<file path="src/rtl/sas_params.svh">
// Purpose: offsets, field positions, reset values of the accumulate/shift block
// Assumes: byte addresses on a 32-bit AXI4-Lite slave, one word per register
// Notes: included by the package, the bus slave, the accumulate/shift module and the testbench
`ifndef SAS_PARAMS_SVH
`define SAS_PARAMS_SVH
`define SAS_ADDR_W 8
`define SAS_CTRL_OFS 8'h00
`define SAS_RES3_OFS 8'h04
`define SAS_RES2_OFS 8'h08
`define SAS_RES1_OFS 8'h0c
`define SAS_RES0_OFS 8'h10
`define SAS_STAT_OFS 8'h14
`define SAS_MASK_OFS 8'h18
`define SAS_CNT_OFS 8'h1c
`define SAS_CTRL_RST 8'h00
`define SAS_MODE_HI 7
`define SAS_MODE_LO 6
`define SAS_ACNT_HI 5
`define SAS_ACNT_LO 3
`define SAS_SCNT_HI 2
`define SAS_SCNT_LO 0
`define SAS_CONV_BIT 5
`define SAS_DONE_BIT 6
`define SAS_IRQ_BITS 8'h60
`define SAS_RESP_OK 2'b00
`define SAS_RESP_ERR 2'b10
`endif

</file>
<file path="src/rtl/sas_pkg.sv">
// Purpose: types shared by the accumulate/shift block
// Assumes: constants come from sas_params.svh
// Notes: request and answer travel as packed structs
`include "sas_params.svh"
package sas_pkg;
   typedef enum logic [1:0] {
      SAS_MODE_NONE = 2'b00,
      SAS_MODE_ACC = 2'b01,
      SAS_MODE_SHIFT = 2'b10,
      SAS_MODE_ACC_SHIFT = 2'b11
   } sas_mode_t;
   typedef enum logic [1:0] {
      SAS_IDLE = 2'b00,
      SAS_ACCUM = 2'b01,
      SAS_SHIFT = 2'b10,
      SAS_DONE = 2'b11
   } sas_state_t;
   typedef struct packed {
      logic valid;
      logic [`SAS_ADDR_W-1:0] addr;
      logic [31:0] data;
      logic [3:0] strb;
   } sas_wr_req_t;
   typedef struct packed {
      logic [31:0] data;
      logic err;
   } sas_rd_resp_t;
endpackage : sas_pkg

</file>
<file path="src/rtl/sas_shifter.sv">
// Purpose: arithmetic right shift of the running sum
// Assumes: shift code n divides by 2^(n+1)
// Notes: pure combinational, sign bit replicated
`timescale 1ns/1ps
module sas_shifter #(
   parameter int ACC_W = 32
) (
   // operand
   input wire logic [ACC_W-1:0] sum_i,
   input wire logic [2:0] code_i,
   // result
   output logic [ACC_W-1:0] res_o
);
   logic [3:0] amt;
   assign amt = {1'b0, code_i} + 4'h1;
   assign res_o = ACC_W'($signed(sum_i) >>> amt); // RULE_10
endmodule : sas_shifter

</file>
<file path="src/rtl/sas_axil_slave.sv">
// Purpose: AXI4-Lite slave front end for the accumulate/shift registers
// Assumes: one write and one read in flight at most
// Notes: address and data of a write are taken in either order
`timescale 1ns/1ps
`include "sas_params.svh"
module sas_axil_slave
   import sas_pkg::*;
(
   // clock and reset
   input wire logic clk_i,
   input wire logic reset_n_i,
   // write channels
   input wire logic [`SAS_ADDR_W-1:0] awaddr_i,
   input wire logic awvalid_i,
   output logic awready_o,
   input wire logic [31:0] wdata_i,
   input wire logic [3:0] wstrb_i,
   input wire logic wvalid_i,
   output logic wready_o,
   output logic [1:0] bresp_o,
   output logic bvalid_o,
   input wire logic bready_i,
   // read channels
   input wire logic [`SAS_ADDR_W-1:0] araddr_i,
   input wire logic arvalid_i,
   output logic arready_o,
   output logic [31:0] rdata_o,
   output logic [1:0] rresp_o,
   output logic rvalid_o,
   input wire logic rready_i,
   // register side
   output sas_wr_req_t wr_o,
   input wire logic wr_err_i,
   input wire sas_rd_resp_t rd_i
);
   logic [`SAS_ADDR_W-1:0] awaddr_r;
   logic [31:0] wdata_r;
   logic [3:0] wstrb_r;
   logic fire;
   // ready low means the channel holds a taken item
   assign fire = !awready_o && !wready_o && !bvalid_o;
   assign wr_o = '{valid: fire, addr: awaddr_r, data: wdata_r, strb: wstrb_r};
   always_ff @(posedge clk_i or negedge reset_n_i) begin
      if (!reset_n_i) begin
         awready_o <= 1'b1;
         wready_o <= 1'b1;
         bvalid_o <= 1'b0;
         bresp_o <= `SAS_RESP_OK;
         awaddr_r <= '0;
         wdata_r <= '0;
         wstrb_r <= '0;
      end else begin
         if (awvalid_i && awready_o) begin
            awready_o <= 1'b0;
            awaddr_r <= awaddr_i;
         end
         if (wvalid_i && wready_o) begin
            wready_o <= 1'b0;
            wdata_r <= wdata_i;
            wstrb_r <= wstrb_i;
         end
         if (fire) begin
            awready_o <= 1'b1;
            wready_o <= 1'b1;
            bvalid_o <= 1'b1;
            bresp_o <= wr_err_i ? `SAS_RESP_ERR : `SAS_RESP_OK;
         end else if (bvalid_o && bready_i) begin
            bvalid_o <= 1'b0;
         end
      end
   end
   always_ff @(posedge clk_i or negedge reset_n_i) begin
      if (!reset_n_i) begin
         arready_o <= 1'b1;
         rvalid_o <= 1'b0;
         rdata_o <= '0;
         rresp_o <= `SAS_RESP_OK;
      end else if (arvalid_i && arready_o) begin
         arready_o <= 1'b0;
         rvalid_o <= 1'b1;
         rdata_o <= rd_i.data;
         rresp_o <= rd_i.err ? `SAS_RESP_ERR : `SAS_RESP_OK;
      end else if (rvalid_o && rready_i) begin
         rvalid_o <= 1'b0;
         arready_o <= 1'b1;
      end
   end
endmodule : sas_axil_slave

</file>
<file path="src/rtl/sas_accum_shift.sv">
// Purpose: accumulate converter samples into a 32-bit sum, optionally averaged
// Assumes: samples arrive as one-cycle strobes on clk_i from the converter path
// Notes: software clears the sum with a zero control write before each cycle
// Notes on behaviour
// (RULE_01) four modes: none, accumulate, shift, accumulate then shift; none after reset
// (RULE_02) accumulate count 2 to 256 samples, chosen by a three-bit code
// (RULE_03) shift code picks division by 2 up to 256
// (RULE_04) 32-bit sum read as four byte registers, high byte first
// (RULE_05) bytes show partial sum during a cycle, shifted result afterwards
// (RULE_06) internal sample count steps by one per received sample
// (RULE_07) no overflow check; 256 full-scale samples fit in 32 bits
// (RULE_08) mode, accumulate count, shift count share one readable control register
// (RULE_09) zero written to control clears the sum; software does it per cycle
// (RULE_10) shift is arithmetic right, giving the average; a sum with bit 31 set comes out sign-filled instead
// (RULE_11) one sample per completed conversion, taken in order
// (RULE_12) done flag in shared status, separate from conversion flag, cleared by write
// (RULE_13) at the programmed count stop, shift if asked, then raise done
//
// Decided for this implementation: the AXI4-Lite slave port and the address map.
`timescale 1ns/1ps
`include "sas_params.svh"
module sas_accum_shift
   import sas_pkg::*;
#(
   parameter int SAMPLE_W = 24,
   parameter int ACC_W = 32
) (
   // clock and reset
   input wire logic clk_i,
   input wire logic reset_n_i,
   // converter result path
   input wire logic [SAMPLE_W-1:0] sample_i,
   input wire logic sample_valid_i,
   // axi4-lite write
   input wire logic [`SAS_ADDR_W-1:0] s_axi_awaddr_i,
   input wire logic s_axi_awvalid_i,
   output logic s_axi_awready_o,
   input wire logic [31:0] s_axi_wdata_i,
   input wire logic [3:0] s_axi_wstrb_i,
   input wire logic s_axi_wvalid_i,
   output logic s_axi_wready_o,
   output logic [1:0] s_axi_bresp_o,
   output logic s_axi_bvalid_o,
   input wire logic s_axi_bready_i,
   // axi4-lite read
   input wire logic [`SAS_ADDR_W-1:0] s_axi_araddr_i,
   input wire logic s_axi_arvalid_i,
   output logic s_axi_arready_o,
   output logic [31:0] s_axi_rdata_o,
   output logic [1:0] s_axi_rresp_o,
   output logic s_axi_rvalid_o,
   input wire logic s_axi_rready_i,
   // interrupt
   output logic irq_o
);
   localparam int MAX_CNT = 256;
   // irq trails the done event by the status flop and then the irq flop
   localparam int IRQ_LAG = 2;

   // the byte registers map exactly 32 bits; 256 samples must fit without a carry
   if (SAMPLE_W + 8 > ACC_W || ACC_W != 32) begin : g_bad_width
      $error("sas_accum_shift: sum must be 32 bits and hold 256 samples");
   end

   logic [7:0] ctrl_r;
   logic [ACC_W-1:0] acc_r;
   logic [8:0] cnt_r;
   logic [7:0] status_r;
   logic [7:0] mask_r;
   sas_state_t state_r;
   sas_wr_req_t wr;
   sas_rd_resp_t rd;
   logic wr_err;
   logic [ACC_W-1:0] shifted;

   // register decode shared by read and write paths
   function automatic logic addr_ok(input logic [`SAS_ADDR_W-1:0] a);
      return a == `SAS_CTRL_OFS || a == `SAS_RES3_OFS || a == `SAS_RES2_OFS ||
             a == `SAS_RES1_OFS || a == `SAS_RES0_OFS || a == `SAS_STAT_OFS ||
             a == `SAS_MASK_OFS || a == `SAS_CNT_OFS;
   endfunction : addr_ok

   // samples to take: one in shift-only mode, 2^(code+1) otherwise
   function automatic logic [8:0] target(input logic [7:0] c);
      logic [3:0] amt;
      amt = {1'b0, c[`SAS_ACNT_HI:`SAS_ACNT_LO]} + 4'h1;
      if (sas_mode_t'(c[`SAS_MODE_HI:`SAS_MODE_LO]) == SAS_MODE_SHIFT) begin
         return 9'h001;
      end
      return 9'h001 << amt; // RULE_02
   endfunction : target

   function automatic logic wr_hit(input sas_wr_req_t w, input logic [`SAS_ADDR_W-1:0] a);
      return w.valid && w.addr == a && w.strb[0];
   endfunction : wr_hit

   sas_axil_slave u_bus (
      .clk_i(clk_i),
      .reset_n_i(reset_n_i),
      .awaddr_i(s_axi_awaddr_i),
      .awvalid_i(s_axi_awvalid_i),
      .awready_o(s_axi_awready_o),
      .wdata_i(s_axi_wdata_i),
      .wstrb_i(s_axi_wstrb_i),
      .wvalid_i(s_axi_wvalid_i),
      .wready_o(s_axi_wready_o),
      .bresp_o(s_axi_bresp_o),
      .bvalid_o(s_axi_bvalid_o),
      .bready_i(s_axi_bready_i),
      .araddr_i(s_axi_araddr_i),
      .arvalid_i(s_axi_arvalid_i),
      .arready_o(s_axi_arready_o),
      .rdata_o(s_axi_rdata_o),
      .rresp_o(s_axi_rresp_o),
      .rvalid_o(s_axi_rvalid_o),
      .rready_i(s_axi_rready_i),
      .wr_o(wr),
      .wr_err_i(wr_err),
      .rd_i(rd)
   );

   sas_shifter #(
      .ACC_W(ACC_W)
   ) u_shift (
      .sum_i(acc_r),
      .code_i(ctrl_r[`SAS_SCNT_HI:`SAS_SCNT_LO]),
      .res_o(shifted)
   );

   logic wr_ctrl;
   logic ctrl_zero;
   sas_mode_t mode;
   logic has_shift;
   logic take;
   logic last;
   logic done_evt;
   logic [ACC_W-1:0] sample_ext;

   assign wr_err = !addr_ok(wr.addr);
   assign wr_ctrl = wr_hit(wr, `SAS_CTRL_OFS);
   assign ctrl_zero = wr.data[7:0] == 8'h00;
   assign mode = sas_mode_t'(ctrl_r[`SAS_MODE_HI:`SAS_MODE_LO]);
   assign has_shift = mode == SAS_MODE_SHIFT || mode == SAS_MODE_ACC_SHIFT;
   assign sample_ext = ACC_W'(sample_i);
   // a control write in the same cycle wins over an arriving sample
   assign take = state_r == SAS_ACCUM && sample_valid_i && !wr_ctrl; // RULE_11
   assign last = take && (cnt_r + 9'h001 == target(ctrl_r)); // RULE_13
   assign done_evt = (last && !has_shift) || (state_r == SAS_SHIFT && !wr_ctrl); // RULE_13

   // control register, read back whole
   always_ff @(posedge clk_i or negedge reset_n_i) begin
      if (!reset_n_i) begin
         ctrl_r <= `SAS_CTRL_RST; // RULE_01
      end else if (wr_ctrl) begin
         ctrl_r <= wr.data[7:0]; // RULE_08
      end
   end

   // sequencing of one accumulation cycle
   always_ff @(posedge clk_i or negedge reset_n_i) begin
      if (!reset_n_i) begin
         state_r <= SAS_IDLE;
      end else if (wr_ctrl) begin
         if (wr.data[`SAS_MODE_HI:`SAS_MODE_LO] == SAS_MODE_NONE) begin
            state_r <= SAS_IDLE; // RULE_01
         end else begin
            state_r <= SAS_ACCUM;
         end
      end else begin
         unique case (state_r)
            SAS_IDLE: state_r <= SAS_IDLE;
            SAS_ACCUM: begin
               if (last) begin
                  state_r <= has_shift ? SAS_SHIFT : SAS_DONE; // RULE_13
               end
            end
            SAS_SHIFT: state_r <= SAS_DONE;
            SAS_DONE: state_r <= SAS_DONE;
         endcase
      end
   end

   // running sum; cleared only by reset or by a zero control write
   always_ff @(posedge clk_i or negedge reset_n_i) begin
      if (!reset_n_i) begin
         acc_r <= '0;
      end else if (wr_ctrl && ctrl_zero) begin
         acc_r <= '0; // RULE_09
      end else if (take && mode == SAS_MODE_SHIFT) begin
         acc_r <= sample_ext;
      end else if (take) begin
         acc_r <= acc_r + sample_ext; // RULE_05 RULE_07
      end else if (state_r == SAS_SHIFT && !wr_ctrl) begin
         acc_r <= shifted; // RULE_03 RULE_05
      end
   end

   always_ff @(posedge clk_i or negedge reset_n_i) begin
      if (!reset_n_i) begin
         cnt_r <= '0;
      end else if (wr_ctrl) begin
         cnt_r <= '0;
      end else if (take) begin
         cnt_r <= cnt_r + 9'h001; // RULE_06
      end
   end

   // sticky flags, write one to clear; a same-cycle event wins
   always_ff @(posedge clk_i or negedge reset_n_i) begin
      if (!reset_n_i) begin
         status_r <= '0;
      end else begin
         logic [7:0] clr;
         logic [7:0] evt;
         clr = wr_hit(wr, `SAS_STAT_OFS) ? wr.data[7:0] : 8'h00;
         evt = '0;
         evt[`SAS_CONV_BIT] = sample_valid_i;
         evt[`SAS_DONE_BIT] = done_evt; // RULE_12
         status_r <= ((status_r & ~clr) | evt) & `SAS_IRQ_BITS; // RULE_12
      end
   end

   always_ff @(posedge clk_i or negedge reset_n_i) begin
      if (!reset_n_i) begin
         mask_r <= '0;
      end else if (wr_hit(wr, `SAS_MASK_OFS)) begin
         mask_r <= wr.data[7:0] & `SAS_IRQ_BITS;
      end
   end

   always_ff @(posedge clk_i or negedge reset_n_i) begin
      if (!reset_n_i) begin
         irq_o <= 1'b0;
      end else begin
         irq_o <= |(status_r & mask_r);
      end
   end

   // read mux; the slave registers it on the address handshake
   always_comb begin
      rd.err = !addr_ok(s_axi_araddr_i);
      rd.data = 32'h0000_0000;
      unique case (s_axi_araddr_i)
         `SAS_CTRL_OFS: rd.data = {24'h00_0000, ctrl_r};
         `SAS_RES3_OFS: rd.data = {24'h00_0000, acc_r[31:24]}; // RULE_04
         `SAS_RES2_OFS: rd.data = {24'h00_0000, acc_r[23:16]}; // RULE_04
         `SAS_RES1_OFS: rd.data = {24'h00_0000, acc_r[15:8]}; // RULE_04
         `SAS_RES0_OFS: rd.data = {24'h00_0000, acc_r[7:0]}; // RULE_04
         `SAS_STAT_OFS: rd.data = {24'h00_0000, status_r};
         `SAS_MASK_OFS: rd.data = {24'h00_0000, mask_r};
         `SAS_CNT_OFS: rd.data = {23'h00_0000, cnt_r};
         default: rd.data = 32'h0000_0000;
      endcase
   end

   // checks
   logic [ACC_W:0] sum_wide;
   logic [ACC_W:0] fill_bound;
   assign sum_wide = {1'b0, acc_r} + {1'b0, sample_ext};
   // largest sum that the samples taken so far can have built
   assign fill_bound = {1'b0, ACC_W'(cnt_r)} * {1'b0, ACC_W'({SAMPLE_W{1'b1}})};
endmodule : sas_accum_shift

</file>
<file path="config.mk">
export PLATFORM = sky130hd
export DESIGN_NAME = sas_accum_shift
export DESIGN_NICKNAME = d
export VERILOG_FILES = /design/src/rtl/sas_pkg.sv /design/src/rtl/sas_shifter.sv /design/src/rtl/sas_axil_slave.sv /design/src/rtl/sas_accum_shift.sv
export VERILOG_INCLUDE_DIRS = /design/src /design/src/rtl
export SDC_FILE = /design/constraint.sdc
export NUM_CORES = 1
export LEC_CHECK = 0
export BUFFER_PORTS_ARGS = -buffer_cell sky130_fd_sc_hd__buf_2
export CAP_MARGIN = 10
export CORE_UTILIZATION = 58
export CTS_CLUSTER_SIZE = 10
export DETAILED_ROUTE_END_ITERATION = 6
export PLACE_DENSITY = 0.82
export SLEW_MARGIN = 30
export SYNTH_ARGS = -nofsm -noshare
export SYNTH_HDL_FRONTEND = slang
export SYNTH_SLANG_ARGS = --single-unit
export TNS_END_PERCENT = 50
</file>
<file path="constraint.sdc">
create_clock -name clk_i -period 3.88 [get_ports clk_i]
set_clock_uncertainty 0.05 [all_clocks]
set_input_delay 0.194 -clock clk_i [delete_from_list [all_inputs] [get_ports clk_i]]
set_output_delay 0.194 -clock clk_i [all_outputs]
set_load 0.01 [all_outputs]
</file>
## Word level (Yosys, flattened, before mapping)

Cells that the tools add are included.

| word-level totals | value |
|---|---|
| bits in registers | 114 |
| latch bits | 0 |
| memory bits (writable) | 0 |
| bits in read-only memories | 0 |
| input port bits | 84 |
| output and inout bits | 42 |
| memories | 0 |

| cells by class | value |
|---|---|
| add/sub/neg operators | 4 |
| multipliers | 0 |
| div/mod/pow operators | 0 |
| magnitude comparators | 0 |
| equal/unequal tests | 21 |
| shifts and indexed selects | 2 |
| multiplexer cells | 28 |
| bitwise logic cells | 4 |
| reductions and logical operators | 54 |

Operator list:

| cell | count |
|---|---|
| $mux 32 | 4 |
| $pmux 9 s8 | 1 |
| $eq 8x5->1 const B | 8 |
| $mux 9 | 4 |
| $add 32x24->32 | 1 |
| $eq 8x4->1 const B | 4 |
| $sshr 32x4->32 | 1 |
| $logic_not 8->1 | 3 |
| $logic_and 1x1->1 | 20 |
| $eq 8x3->1 const B | 2 |
| $logic_or 1x1->1 | 16 |
| $and 7x7->7 | 2 |
| $mux 1 | 13 |
| $reduce_bool 2->1 | 5 |
| $add 9x1->9 const B | 1 |
| $eq 9x9->1 | 1 |
| $shl 1x4->9 const A | 1 |
| $add 3x1->4 const B | 2 |
| $eq 2x2->1 const B | 4 |
| $mux 2 | 4 |
| $reduce_or 8->1 | 1 |
| $mux 7 | 1 |
| $not 7->7 | 1 |
| $or 7x7->7 | 1 |
| 7 further kinds | 12 |

## Depth between registers and ports, before layout

Gate-level depths: netlist (run 1).

| logic depth | value |
|---|---|
| depth after elaboration | 11 |
| mapped depth | 11 |

## Hierarchy

A second synthesis (run 1) with hierarchy kept.

| second synthesis, totals | value |
|---|---|
| cells, all modules | 958 |
| area, all modules | 9826.9 um^2 |

By module, submodules not included:

| module | instances | cells each | area an instance (um^2) | sequential area each (um^2) |
|---|---|---|---|---|
| sas_accum_shift | 1 | 606 | 4928.5 | 1401.3 |
| sas_axil_slave | 1 | 186 | 3284.4 | 2080.7 |
| sas_shifter | 1 | 166 | 1614.0 | 0.0 |

## Least setup slack after synthesis (run 1)

No wires, ideal clock.

| timing path | value |
|---|---|
| path kind | register -> register |
| start | register acc_r[0] |
| end | register acc_r[28] |
| data arrival time | 2501 ps |
| slack | 1203 ps |
| stages on the path, launching flop included | 11 |
| buffers on the path | 0 |
| cell sequence | dfrtp_1 ha_1 inv_1 fa_1 nand2b_1 a21oi_1 o211ai_1 a31o_2 a31o_2 o311a_1 a221o_1 |

| on the way | value |
|---|---|
| cells in the longest elaborated chain, start to end | 5 |

Ends and longest elaborated chain:

| element | RTL line | text |
|---|---|---|
| from (decl) | sas_accum_shift.sv:66 | `logic [ACC_W-1:0] acc_r;` |
| from (signal assigned) | sas_accum_shift.sv:190 | `acc_r <= sample_ext;` |
| from (signal assigned) | sas_accum_shift.sv:192 | `acc_r <= acc_r + sample_ext;` |
| from (signal assigned) | sas_accum_shift.sv:194 | `acc_r <= shifted;` |
| branches (longest 2 deep; another with $add 32x24->32) | - |  |
| $mux 32 * | sas_accum_shift.sv:191 | `end else if (take) begin` |
| $mux 32 * | sas_accum_shift.sv:189 | `end else if (take && mode == SAS_MODE_SHIFT) begin` |
| $mux 32 * | sas_accum_shift.sv:187 | `end else if (wr_ctrl && ctrl_zero) begin` |

Every way passes the cells marked *. The select of a mux whose other input is x is not followed.
A chain may end at the register's enable or synchronous reset.

## Worst setup path after layout (run 1)

Ends and elaborated chain as after synthesis.

==> run_results.csv, run 1 <==
group,metric,value,unit
status,status,"complete, but fails checks",
status,failed_checks,"design-rule violations",
logic_synthesis,yosys-top-cells-count,"nand2_1 (120), dfrtp_1 (86), a21oi_1 (75), nor2_1 (75), o21ai_0 (73)",
logic_synthesis,synth_fa_ha_area_share,4.53,%
floorplan,core_area,12700,µm²
setup_path,cp.required,4070,ps
setup_path,slowest_delay,390,ps
logic_synthesis,synth_compound_area_share,22.6,%
drt,drt-pass1-iter-count,7,
setup_path,worstReg2RegStart,"acc_r[0]",
clock_network,clk_pin_slew,60,ps
drt,viasPerCell,6.26,
setup_path,critPathLaunchType,"flop",
power_and_ir_drop,p_per_area,670,nW/µm²
logic_synthesis,synth_top_area_share,28.3,%
layout,diodes,0,
logic_synthesis,synthCells,934,
placed_design,placed_cell_area,8020,µm²
timing,post-route-period-util,81.6,%
clock_network,tritoncts,"built",
grt,grt_pass1_wl,34.1,mm
logic_synthesis,syn_avg_cell_area,8.15,µm²
setup_path,critPathBufInv,1,
floorplan,dieHeight,117,µm
logic_synthesis,synth_xor_area_share,4.35,%
job,cap_viol_max_count,0,
timing,rsz0062_at_grt,"false",
layout,drive_gt1_share,16.6,%
logic_synthesis,yosysSeqAreaShare,29.3,%
grt,overflow,0,
clock_network,cts-resized-gates,0,
setup_path,crit_family,"compound AO/OA/AOI/OAI gates",
setup_path,cp-end-kind,"flop",
timing,tightest_slew,902,ps
drt,drcViolationCount,2,
clock_network,cts_setup_buffers,0,
layout,fin_util,66.2,%
layout,fin_nets,1093,
grt,grt_max_degree,61,
power_and_ir_drop,power.total,5.64,mW
drt,ant_nets,0,
logic_synthesis,synth_top_area_cell,"dfrtp_1",
logic_synthesis,async_flop_share,100,%
clock_network,postCtsHoldBufs,6,
setup_path,crit_path_top_delay_cell,"fa_1",
timing,hold_ws,13.9,ps
layout,fin_area,8420,µm²
timing,min_period,3170,ps
clock_network,clk_path_buf_depth,2,
logic_synthesis,synth_simple_gate_area_share,18.7,%
floorplan,ios,126,
logic_synthesis,synth_cell_types,69,
floorplan,die_area,13600,µm²
logic_synthesis,synth_most_common_cell,"nand2_1",
logic_synthesis,synth_top_family_by_area,"compound AO/OA/AOI/OAI gates",
placed_design,portBuffers,73,
timing,hold_violations,0,
setup_path,r2r_setup_slack,710,ps
logic_synthesis,synth-seq-cells,89,
drt,wl_per_cell,18.4,µm
logic_synthesis,muxShareOfSynthArea,14.0,%
drt,wl,21.3,mm
setup_path,path_max_fanout,6,
setup_path,cp_cell_sequence,"ha_1 > inv_1 > fa_1 > nand2b_1 > a21oi_1 > o211ai_1 > a31o_2 > a31o_2 > o311a_1 > a221o_1",
grt,antenna_found_initial,0,
setup_path,r2r_cells,10,
timing,setup_violations,0,
logic_synthesis,ys_top_cells_by_area,"dfrtp_1 (28%), mux2i_1 (7.4%), nand2_1 (5.9%), mux2_2 (5.5%), a21oi_1 (4.9%)",
timing,tns,0,ps
timing,fmax,0.316,GHz
timing,maxSlewViolCount,0,
setup_path,cpMostUsedCell,"a31o_2",
min_path,hold_class,"in -> reg",
drt,first_iter_violations,664,
setup_path,critical_path_class,"reg -> reg",
placed_design,place_hpwl,15.8,mm
floorplan,die_x,117,µm
timing,slew_headroom,39.6,%
layout,area_delta_synth_final,10.6,%
floorplan,initial_core_util,59.9,%
placed_design,routabilityCongestion,0.937,
floorplan,rows,41,
clock_network,clkLatencyLatePin,360,ps
min_path,min_path_cells,2,
clock_network,clock-sinks,89,
logic_synthesis,synth_ff_type,"dfrtp_1",
logic_synthesis,ys.warnings.count,0,
min_path,min_from,"s_axi_awaddr_i[3]",
min_path,whs_endpoint,"u_bus.awaddr_r[3]",
power_and_ir_drop,ir_drop,0.327,mV
clock_network,htreeDepth,3,
setup_path,worstPathArrival,3350,ps
logic_synthesis,synth_area,7620,µm²
logic_synthesis,synth_edf_count,0,
drt,vias,7255,
power_and_ir_drop,power_leakage,3.64,nW
grt,grtUsageTotal,32.9,%
grt,grt_pass1_vias,6686,
setup_path,r2r-end,"acc_r[28]",
clock_network,root_buffer,"clkbuf_16",
clock_network,cts_made_buffers,9,
## worst reg2reg max path, stage by stage (launching register included)
cell and delay [ps]:
dfrtp_1 380, ha_1 210, inv_1 70, fa_1 390, nand2b_1 190, a21oi_1 310, o211ai_1 250, a31o_2 320
a31o_2 250, o311a_1 350, a221o_1 260
## how the worst max path moves through the flow
| stage | startpoint | to | depth (start not counted) | slack [ps] |
|---|---|---|---|---|
| 6_report | acc_r[0] | acc_r[28] | 10 | 710 |
| 5_1_grt | acc_r[6] | acc_r[25] | 9 | 580 |
| 4_1_cts | acc_r[0] | acc_r[28] | 10 | 760 |
| 3_5_place_dp | acc_r[8] | acc_r[25] | 9 | 780 |
| 3_3_place_gp | acc_r[6] | acc_r[25] | 9 | 840 |
| 2_1_floorplan | acc_r[0] | acc_r[28] | 10 | 1200 |
## layout make-up
type,count,area [µm²]
fillers,1101,4300
well taps,172,215
inverters,17,63.8
multi-input cells,767,5000
clock buffers,11,253
repair buffers,98,571
clock inverters,5,85.1
flip-flops and latches,89,2230
## cell usage in the layout (no fill, tap or decap), types with 9 or more instances in the layout
cell type,synthesis,routed
nand3_1,34,34
dfrtp_1,86,86
xnor2_1,20,20
and3_1,11,11
inv_1,17,17
clkbuf_16,0,9
or3_1,10,10
ha_1,26,26
a22oi_1,13,13
a31oi_1,9,9
o21ai_0,73,73
a211oi_1,20,20
a21o_1,13,13
buf_2,7,72
xor2_1,16,16
conb_1,1,25
nor3_1,16,16
nor2_1,75,74
a21oi_1,75,75
mux2i_1,56,56
buf_4,25,20
mux2_2,37,37
o211ai_1,22,22
nand2_1,120,120
## stage by stage
stage	instances	worst slack [ps]
after CTS	1159	759
after detailed placement	1137	780
after global routing	1159	582
after global placement	1137	838
after floorplan	958	1200
final	1159	712
## kinds of logic (layout without fill, tap and decap cells)
family / count (synthesis) / after routing
simple gates: 309 / 309
xor+xnor: 37 / 37
flops: 89 / 89
mux: 97 / 97
fa+ha+maj: 27 / 27
buf+inv: 102 / 131
compound gates: 272 / 272
other cells: 1 / 25
## routing by layer
layer / wire [µm] / vias up / share of wire, % / track usage (%)
li1: - / 3452 / - / -
met4: 790 / 0 / 3.7 / 16.4
met3: 1800 / 56 / 8.4 / 6.12
met2: 9510 / 347 / 45 / 50.5
met5: 0 / - / 0 / 0
met1: 9250 / 3400 / 43 / 44.7
## registers in the layout (all words and copies together), names as in the netlist, 2 cells and up
signal	cells
acc_r	32
cnt_r	9
ctrl_r	8
mask_r	2
state_r	2
status_r	2
u_bus.awaddr_r	8
u_bus.rdata_o	9
u_bus.wdata_r	8
## report_power, final
group          total, mW  switching [mW]  internal, mW
clock network      0.990           0.387         0.603
registers           1.70           0.474          1.23
logic               2.95            1.66          1.29
No activity file was read; power rests on OpenSTA's default activity.
==> run 2, diff against run 1 <==
--- a/config.mk
+++ b/config.mk
@@ -8,10 +8,10 @@
 export LEC_CHECK = 0
 export BUFFER_PORTS_ARGS = -buffer_cell sky130_fd_sc_hd__buf_2
 export CAP_MARGIN = 10
-export CORE_UTILIZATION = 58
+export CORE_UTILIZATION = 53
 export CTS_CLUSTER_SIZE = 10
 export DETAILED_ROUTE_END_ITERATION = 6
-export PLACE_DENSITY = 0.82
+export PLACE_DENSITY = 0.79
 export SLEW_MARGIN = 30
 export SYNTH_ARGS = -nofsm -noshare
 export SYNTH_HDL_FRONTEND = slang
==> constraint.sdc (replaced) <==
create_clock -name clk_i -period 2.8 [get_ports clk_i]
set_clock_uncertainty 0.05 [all_clocks]
set_input_delay 0.14 -clock clk_i [delete_from_list [all_inputs] [get_ports clk_i]]
set_output_delay 0.14 -clock clk_i [all_outputs]
set_load 0.01 [all_outputs]
==> run 2 against run 1 <==
  * The flow finishes with violations (negative setup slack)
  * Power rose by 47%
  * Core utilization shrank 1.2 points
  * Critical path depth is 2 lower
  * Worst hold slack lost 2.6 ps
  * Die area increased by 9.3%
  * Setup slack got worse by 760 ps
  * Final cell count up 6.7%
  * Largest cell class unchanged
==> run_results.csv, run 2 (synthesis results as in run 1) <==
group,metric,value,unit
layout,fin_area,9060,µm²
grt,overflow,0,
layout,fin_nets,1163,
setup_path,cp-end-kind,"flop",
clock_network,root_buffer,"clkbuf_16",
placed_design,portBuffers,73,
placed_design,place_hpwl,16.9,mm
timing,slew_headroom,56.8,%
setup_path,crit_path_top_delay_cell,"dfrtp_1",
power_and_ir_drop,p_per_area,914,nW/µm²
layout,nFillCells,1200,
setup_path,worstReg2RegStart,"acc_r[6]",
min_path,hold_class,"in -> reg",
min_path,min_from,"sample_i[22]",
floorplan,initial_core_util,54.7,%
setup_path,slowest_delay,390,ps
setup_path,crit_family,"compound AO/OA/AOI/OAI gates",
clock_network,clkLatencyLatePin,360,ps
timing,setup_ws,-50.3,ps
clock_network,tritoncts,"built",
power_and_ir_drop,ir_drop,0.579,mV
layout,top_regs,"acc_r x32, cnt_r x9, u_bus.rdata_o x9",
drt,drt-pass1-iter-count,6,
clock_network,cts_made_buffers,9,
timing,hold_violations,0,
job,cap_viol_max_count,0,
timing,maxSlewViolCount,0,
floorplan,ios,126,
grt,grt_max_degree,49,
setup_path,r2r_setup_slack,-50,ps
floorplan,die_area,14900,µm²
clock_network,clk_path_buf_depth,2,
floorplan,rows,43,
clock_network,htreeDepth,3,
layout,final_cell_mix,"nand2_1 (119), dfrtp_1 (86), nor2_1 (73)",
layout,regMostFlops,"acc_r",
setup_path,path_max_fanout,6,
setup_path,worstPathArrival,3040,ps
grt,grtUsageTotal,32.6,%
grt,grt_pass1_vias,7467,
power_and_ir_drop,power_leakage,3.99,nW
setup_path,critPathBufInv,0,
floorplan,die_x,122,µm
floorplan,dieHeight,122,µm
setup_path,critical_path_class,"reg -> reg",
drt,vias,7717,
placed_design,routabilityCongestion,0.972,
drt,ant_nets,0,
timing,setup_violations,1,
timing,fmax,0.351,GHz
setup_path,cp.required,2990,ps
floorplan,core_area,13900,µm²
clock_network,clk_pin_slew,70,ps
drt,viasPerCell,6.24,
timing,post-route-period-util,102,%
drt,wl_per_cell,18.9,µm
drt,drcViolationCount,0,
layout,diodes,0,
layout,largest_reg_flops,32,
status,failed_checks,"negative setup slack",
timing,tightest_slew,649,ps
layout,fin_util,65.0,%
setup_path,crit_path_start,"acc_r[6]",
drt,first_iter_violations,847,
grt,grt_pass1_wl,37.7,mm
layout,layout_commonest_cell,"nand2_1",
timing,rsz0062_at_grt,"true",
grt,antenna_found_initial,0,
layout,area_delta_synth_final,19.0,%
placed_design,placed_cell_area,8400,µm²
layout,drive_gt1_share,21.4,%
drt,wl,23.4,mm
timing,min_period,2850,ps
setup_path,cp_cell_sequence,"ha_1 > o21ai_0 > a211oi_2 > o211ai_1 > a31o_2 > a31o_4 > o311a_1 > a221o_1",
setup_path,critPathLaunchType,"flop",
status,status,"complete, but fails checks",
clock_network,clock-sinks,89,
==> run 2: final timing paths <==
check | to | cells after the start
min in group asynchronous | state_r[1] | 2
hold reg to reg | u_bus.rdata_o[1] | 2
hold / removal | acc_r[22] | 3
max in group asynchronous | u_bus.awready_o | 3
setup / recovery | acc_r[28] | 8
setup reg to reg | acc_r[28] | 8
==> run 2: metal layers <==
layer | track usage (%) | up-vias | wire length, µm
met1 | 42.3 | 3674 | 9580
met5 | 0 | - | 0
li1 | - | 3598 | -
met3 | 6.65 | 66 | 2040
met4 | 12.6 | 0 | 745
met2 | 53.2 | 379 | 11000
==> run 2: per-stage QoR <==
stage	worst slack, ps	power, mW	cells	hold slack [ps]	setup TNS [ps]
5_1_grt	-137	8.81	1237	28.4	-345
3_3_place_gp	-72.6	6.61	1192	122	-128
4_1_cts	1.93	8.08	1233	14.3	0
2_1_floorplan	123	5.27	958	-206	0
6_report	-50.3	8.28	1237	11.3	-50.3
3_5_place_dp	-128	6.70	1192	127	-283
==> run 2: report_power, final <==
part | leakage [nW] | internal (mW) | total, mW | switching, mW
logic | 2.72 | 2.12 | 4.80 | 2.68
clock network | 0.155 | 0.729 | 1.29 | 0.561
registers | 1.11 | 1.70 | 2.19 | 0.487
total | 3.99 | 4.55 | 8.28 | 3.73
==> run 2: worst min-delay path, stage by stage <==
cell	delay, ps
buf_2	90
a222oi_1	80
o21ai_0	70
==> run 2: cell type report <==
class | count | area, µm² | share of cell area (%)
clock buffer | 10 | 239 | 2.64
clock inverter | 6 | 72.6 | 0.801
inverter | 17 | 63.8 | 0.704
tap | 180 | 225 | 2.49
timing repair buffer | 168 | 1170 | 12.9
sequential | 89 | 2230 | 24.6
multi-input combinational | 767 | 5060 | 55.8
==> run 2: timing repair <==
action,in CTS,in global routing
setup endpoints to repair,5,15
pin swaps,2,2
hold endpoints to repair,63,0
setup buffers,0,4
hold buffers,25,0
resized for setup,7,8
==> run 3, diff against run 2 <==
--- a/config.mk
+++ b/config.mk
@@ -11,7 +11,7 @@
 export CORE_UTILIZATION = 53
 export CTS_CLUSTER_SIZE = 10
 export DETAILED_ROUTE_END_ITERATION = 6
-export PLACE_DENSITY = 0.79
+export PLACE_DENSITY = 0.84
 export SLEW_MARGIN = 30
 export SYNTH_ARGS = -nofsm -noshare
 export SYNTH_HDL_FRONTEND = slang
==> run 3 against run 2 <==
  * The run still ends with negative setup slack left
  * Global-route usage grew 1.1 points
  * Combinational power increased by 2%
  * First-iteration DRC count rose by 24%
  * Maximum frequency up 0.27%
  * Final area grew 0.57%
  * Flip-flop and latch count did not move
  * Power is 0.10% higher
  * Setup slack improved by 7.7 ps
  * Core utilization increased by 0.37 points
  * Clock power is 8% lower
  * Critical path type unchanged
  * Largest power group unchanged
==> run_results.csv, run 3 (synthesis results as in run 1) <==
group,metric,value,unit
timing,setup_violations,1,
floorplan,die_x,122,µm
setup_path,worstReg2RegStart,"acc_r[0]",
setup_path,cp-end-kind,"flop",
setup_path,critPathLaunchType,"flop",
clock_network,root_buffer,"clkbuf_16",
setup_path,r2r-end,"acc_r[28]",
timing,setup_ws,-42.5,ps
layout,fin_nets,1169,
setup_path,critical_path_class,"reg -> reg",
clock_network,clk_path_buf_depth,2,
floorplan,ios,126,
power_and_ir_drop,p_seq_share,26.8,%
layout,diodes,0,
drt,wl,24.3,mm
placed_design,pre_cts_ws,-123,ps
grt,grtUsageTotal,33.7,%
drt,drcViolationCount,0,
setup_path,cp.required,2990,ps
power_and_ir_drop,ir_drop,0.473,mV
timing,tightest_slew,723,ps
layout,nFillCells,1182,
drt,wl_per_cell,19.6,µm
grt,antenna_found_initial,0,
drt,viasPerCell,6.39,
setup_path,r2r_setup_slack,-40,ps
timing,post-route-period-util,102,%
placed_design,place_hpwl,17.0,mm
setup_path,r2r_cells,10,
clock_network,clock-sinks,89,
power_and_ir_drop,p_int,4.46,mW
timing,tns,-42.5,ps
status,failed_checks,"negative setup slack",
layout,fin_util,65.4,%
grt,grt_max_degree,50,
drt,ant_nets,0,
layout,layout_commonest_cell,"nand2_1",
floorplan,initial_core_util,54.7,%
grt,overflow,0,
min_path,hold_class,"in -> reg",
floorplan,core_area,13900,µm²
floorplan,rows,43,
drt,drt-pass1-iter-count,6,
setup_path,worstPathArrival,3040,ps
timing,maxSlewViolCount,0,
timing,slew_headroom,51.8,%
power_and_ir_drop,p_per_area,910,nW/µm²
grt,grt_pass1_vias,7540,
job,cap_viol_max_count,0,
clock_network,cts_made_buffers,9,
placed_design,routabilityCongestion,0.973,
grt,grt_pass1_wl,38.5,mm
layout,area_delta_synth_final,19.6,%
power_and_ir_drop,p_comb_share,58.9,%
timing,min_period,2840,ps
clock_network,clkLatencyLatePin,370,ps
placed_design,portBuffers,73,
floorplan,die_area,14900,µm²
min_path,whs_endpoint,"acc_r[9]",
layout,drive_gt1_share,22.2,%
power_and_ir_drop,p_sw,3.83,mW
drt,first_iter_violations,1054,
timing,hold_ws,38.2,ps
min_path,min_path_cells,3,
power_and_ir_drop,clkPwrFrac,14.4,%
layout,largest_reg_flops,32,
layout,top_regs,"acc_r x32, cnt_r x9, u_bus.rdata_o x9",
floorplan,dieHeight,122,µm
clock_network,htreeDepth,3,
power_and_ir_drop,sw_frac_of_total,46.2,%
power_and_ir_drop,power_leakage,4.01,nW
status,status,"complete, but fails checks",
timing,fmax,0.352,GHz
clock_network,tritoncts,"built",
clock_network,clk_pin_slew,70,ps
layout,final_cell_mix,"nand2_1 (119), dfrtp_1 (86), buf_4 (74), nor2_1 (73)",
min_path,min_from,"sample_i[9]",
power_and_ir_drop,power.total,8.29,mW
timing,hold_violations,0,
drt,vias,7938,
timing,rsz0062_at_grt,"true",
layout,regMostFlops,"acc_r",
setup_path,path_max_fanout,4,
-- run 3: changes by cell type in the layout (fill, tap and decap cells not counted), sizes merged --
cell / change
bufinv: -1
inv: +1
buf: +6
clkinvlp: +1
clkbuf: -1
-- run 3: worst max-delay path by stage --
stage | from | end | slack, ps | cells after the start
6_report | acc_r[0] | acc_r[28] | -40 | 10
3_5_place_dp | acc_r[0] | acc_r[28] | -120 | 11
5_1_grt | acc_r[0] | acc_r[28] | -110 | 10
2_1_floorplan | acc_r[0] | acc_r[28] | 120 | 10
3_3_place_gp | acc_r[0] | acc_r[28] | -40 | 11
4_1_cts | acc_r[0] | acc_r[28] | -20 | 11
-- run 3: metal layers --
layer	routed length [µm]	vias up	GRT usage, %
met5	0	-	0
met4	1210	0	19.0
met3	2260	121	5.71
met2	11100	484	52.9
met1	9720	3709	43.9
li1	-	3624	-
-- run 3: stage by stage --
step                      instance area [µm²]  cells
final                                    9110   1243
after global routing                     9110   1243
after CTS                                9020   1241
after detailed placement                 8430   1195
after global placement                   8430   1195
after floorplan                          7710    958
-- run 3: layout make-up --
cell class                 instances  area, µm²  area share, %
timing repair buffer             174       1220           13.4
sequential                        89       2230           24.5
clock inverter                     7       58.8          0.645
multi-input combinational        767       5090           55.9
tap                              180        225           2.47
inverter                          17       63.8          0.700
clock buffer                       9        225           2.47
-- run 3: critical path: stages, from the launching register on --
cell	delay [ps]
dfrtp_1	370
ha_2	200
inv_2	50
fa_2	400
nand2b_4	170
a21oi_4	150
o211ai_1	190
a31o_2	320
a31o_4	280
o311a_1	300
a221o_1	270
-- run 3: timing repair --
| action | 4_1_cts | 5_1_grt |
|---|---|---|
| pin swaps | 3 | 11 |
| hold buffers | 25 | 0 |
| resized for setup | 5 | 20 |
| hold endpoints to repair | 69 | 0 |
| setup endpoints to repair | 4 | 16 |
| setup buffers | 5 | 3 |
-- run 3: power by group through the flow --
stage	clock, mW	combinational [mW]	sequential, mW
after floorplan	0	3.22	2.04
after global placement	0	4.41	2.16
after detailed placement	0	4.53	2.18
after CTS	1.20	4.62	2.16
after global routing	1.25	5.29	2.25
final	1.19	4.88	2.22
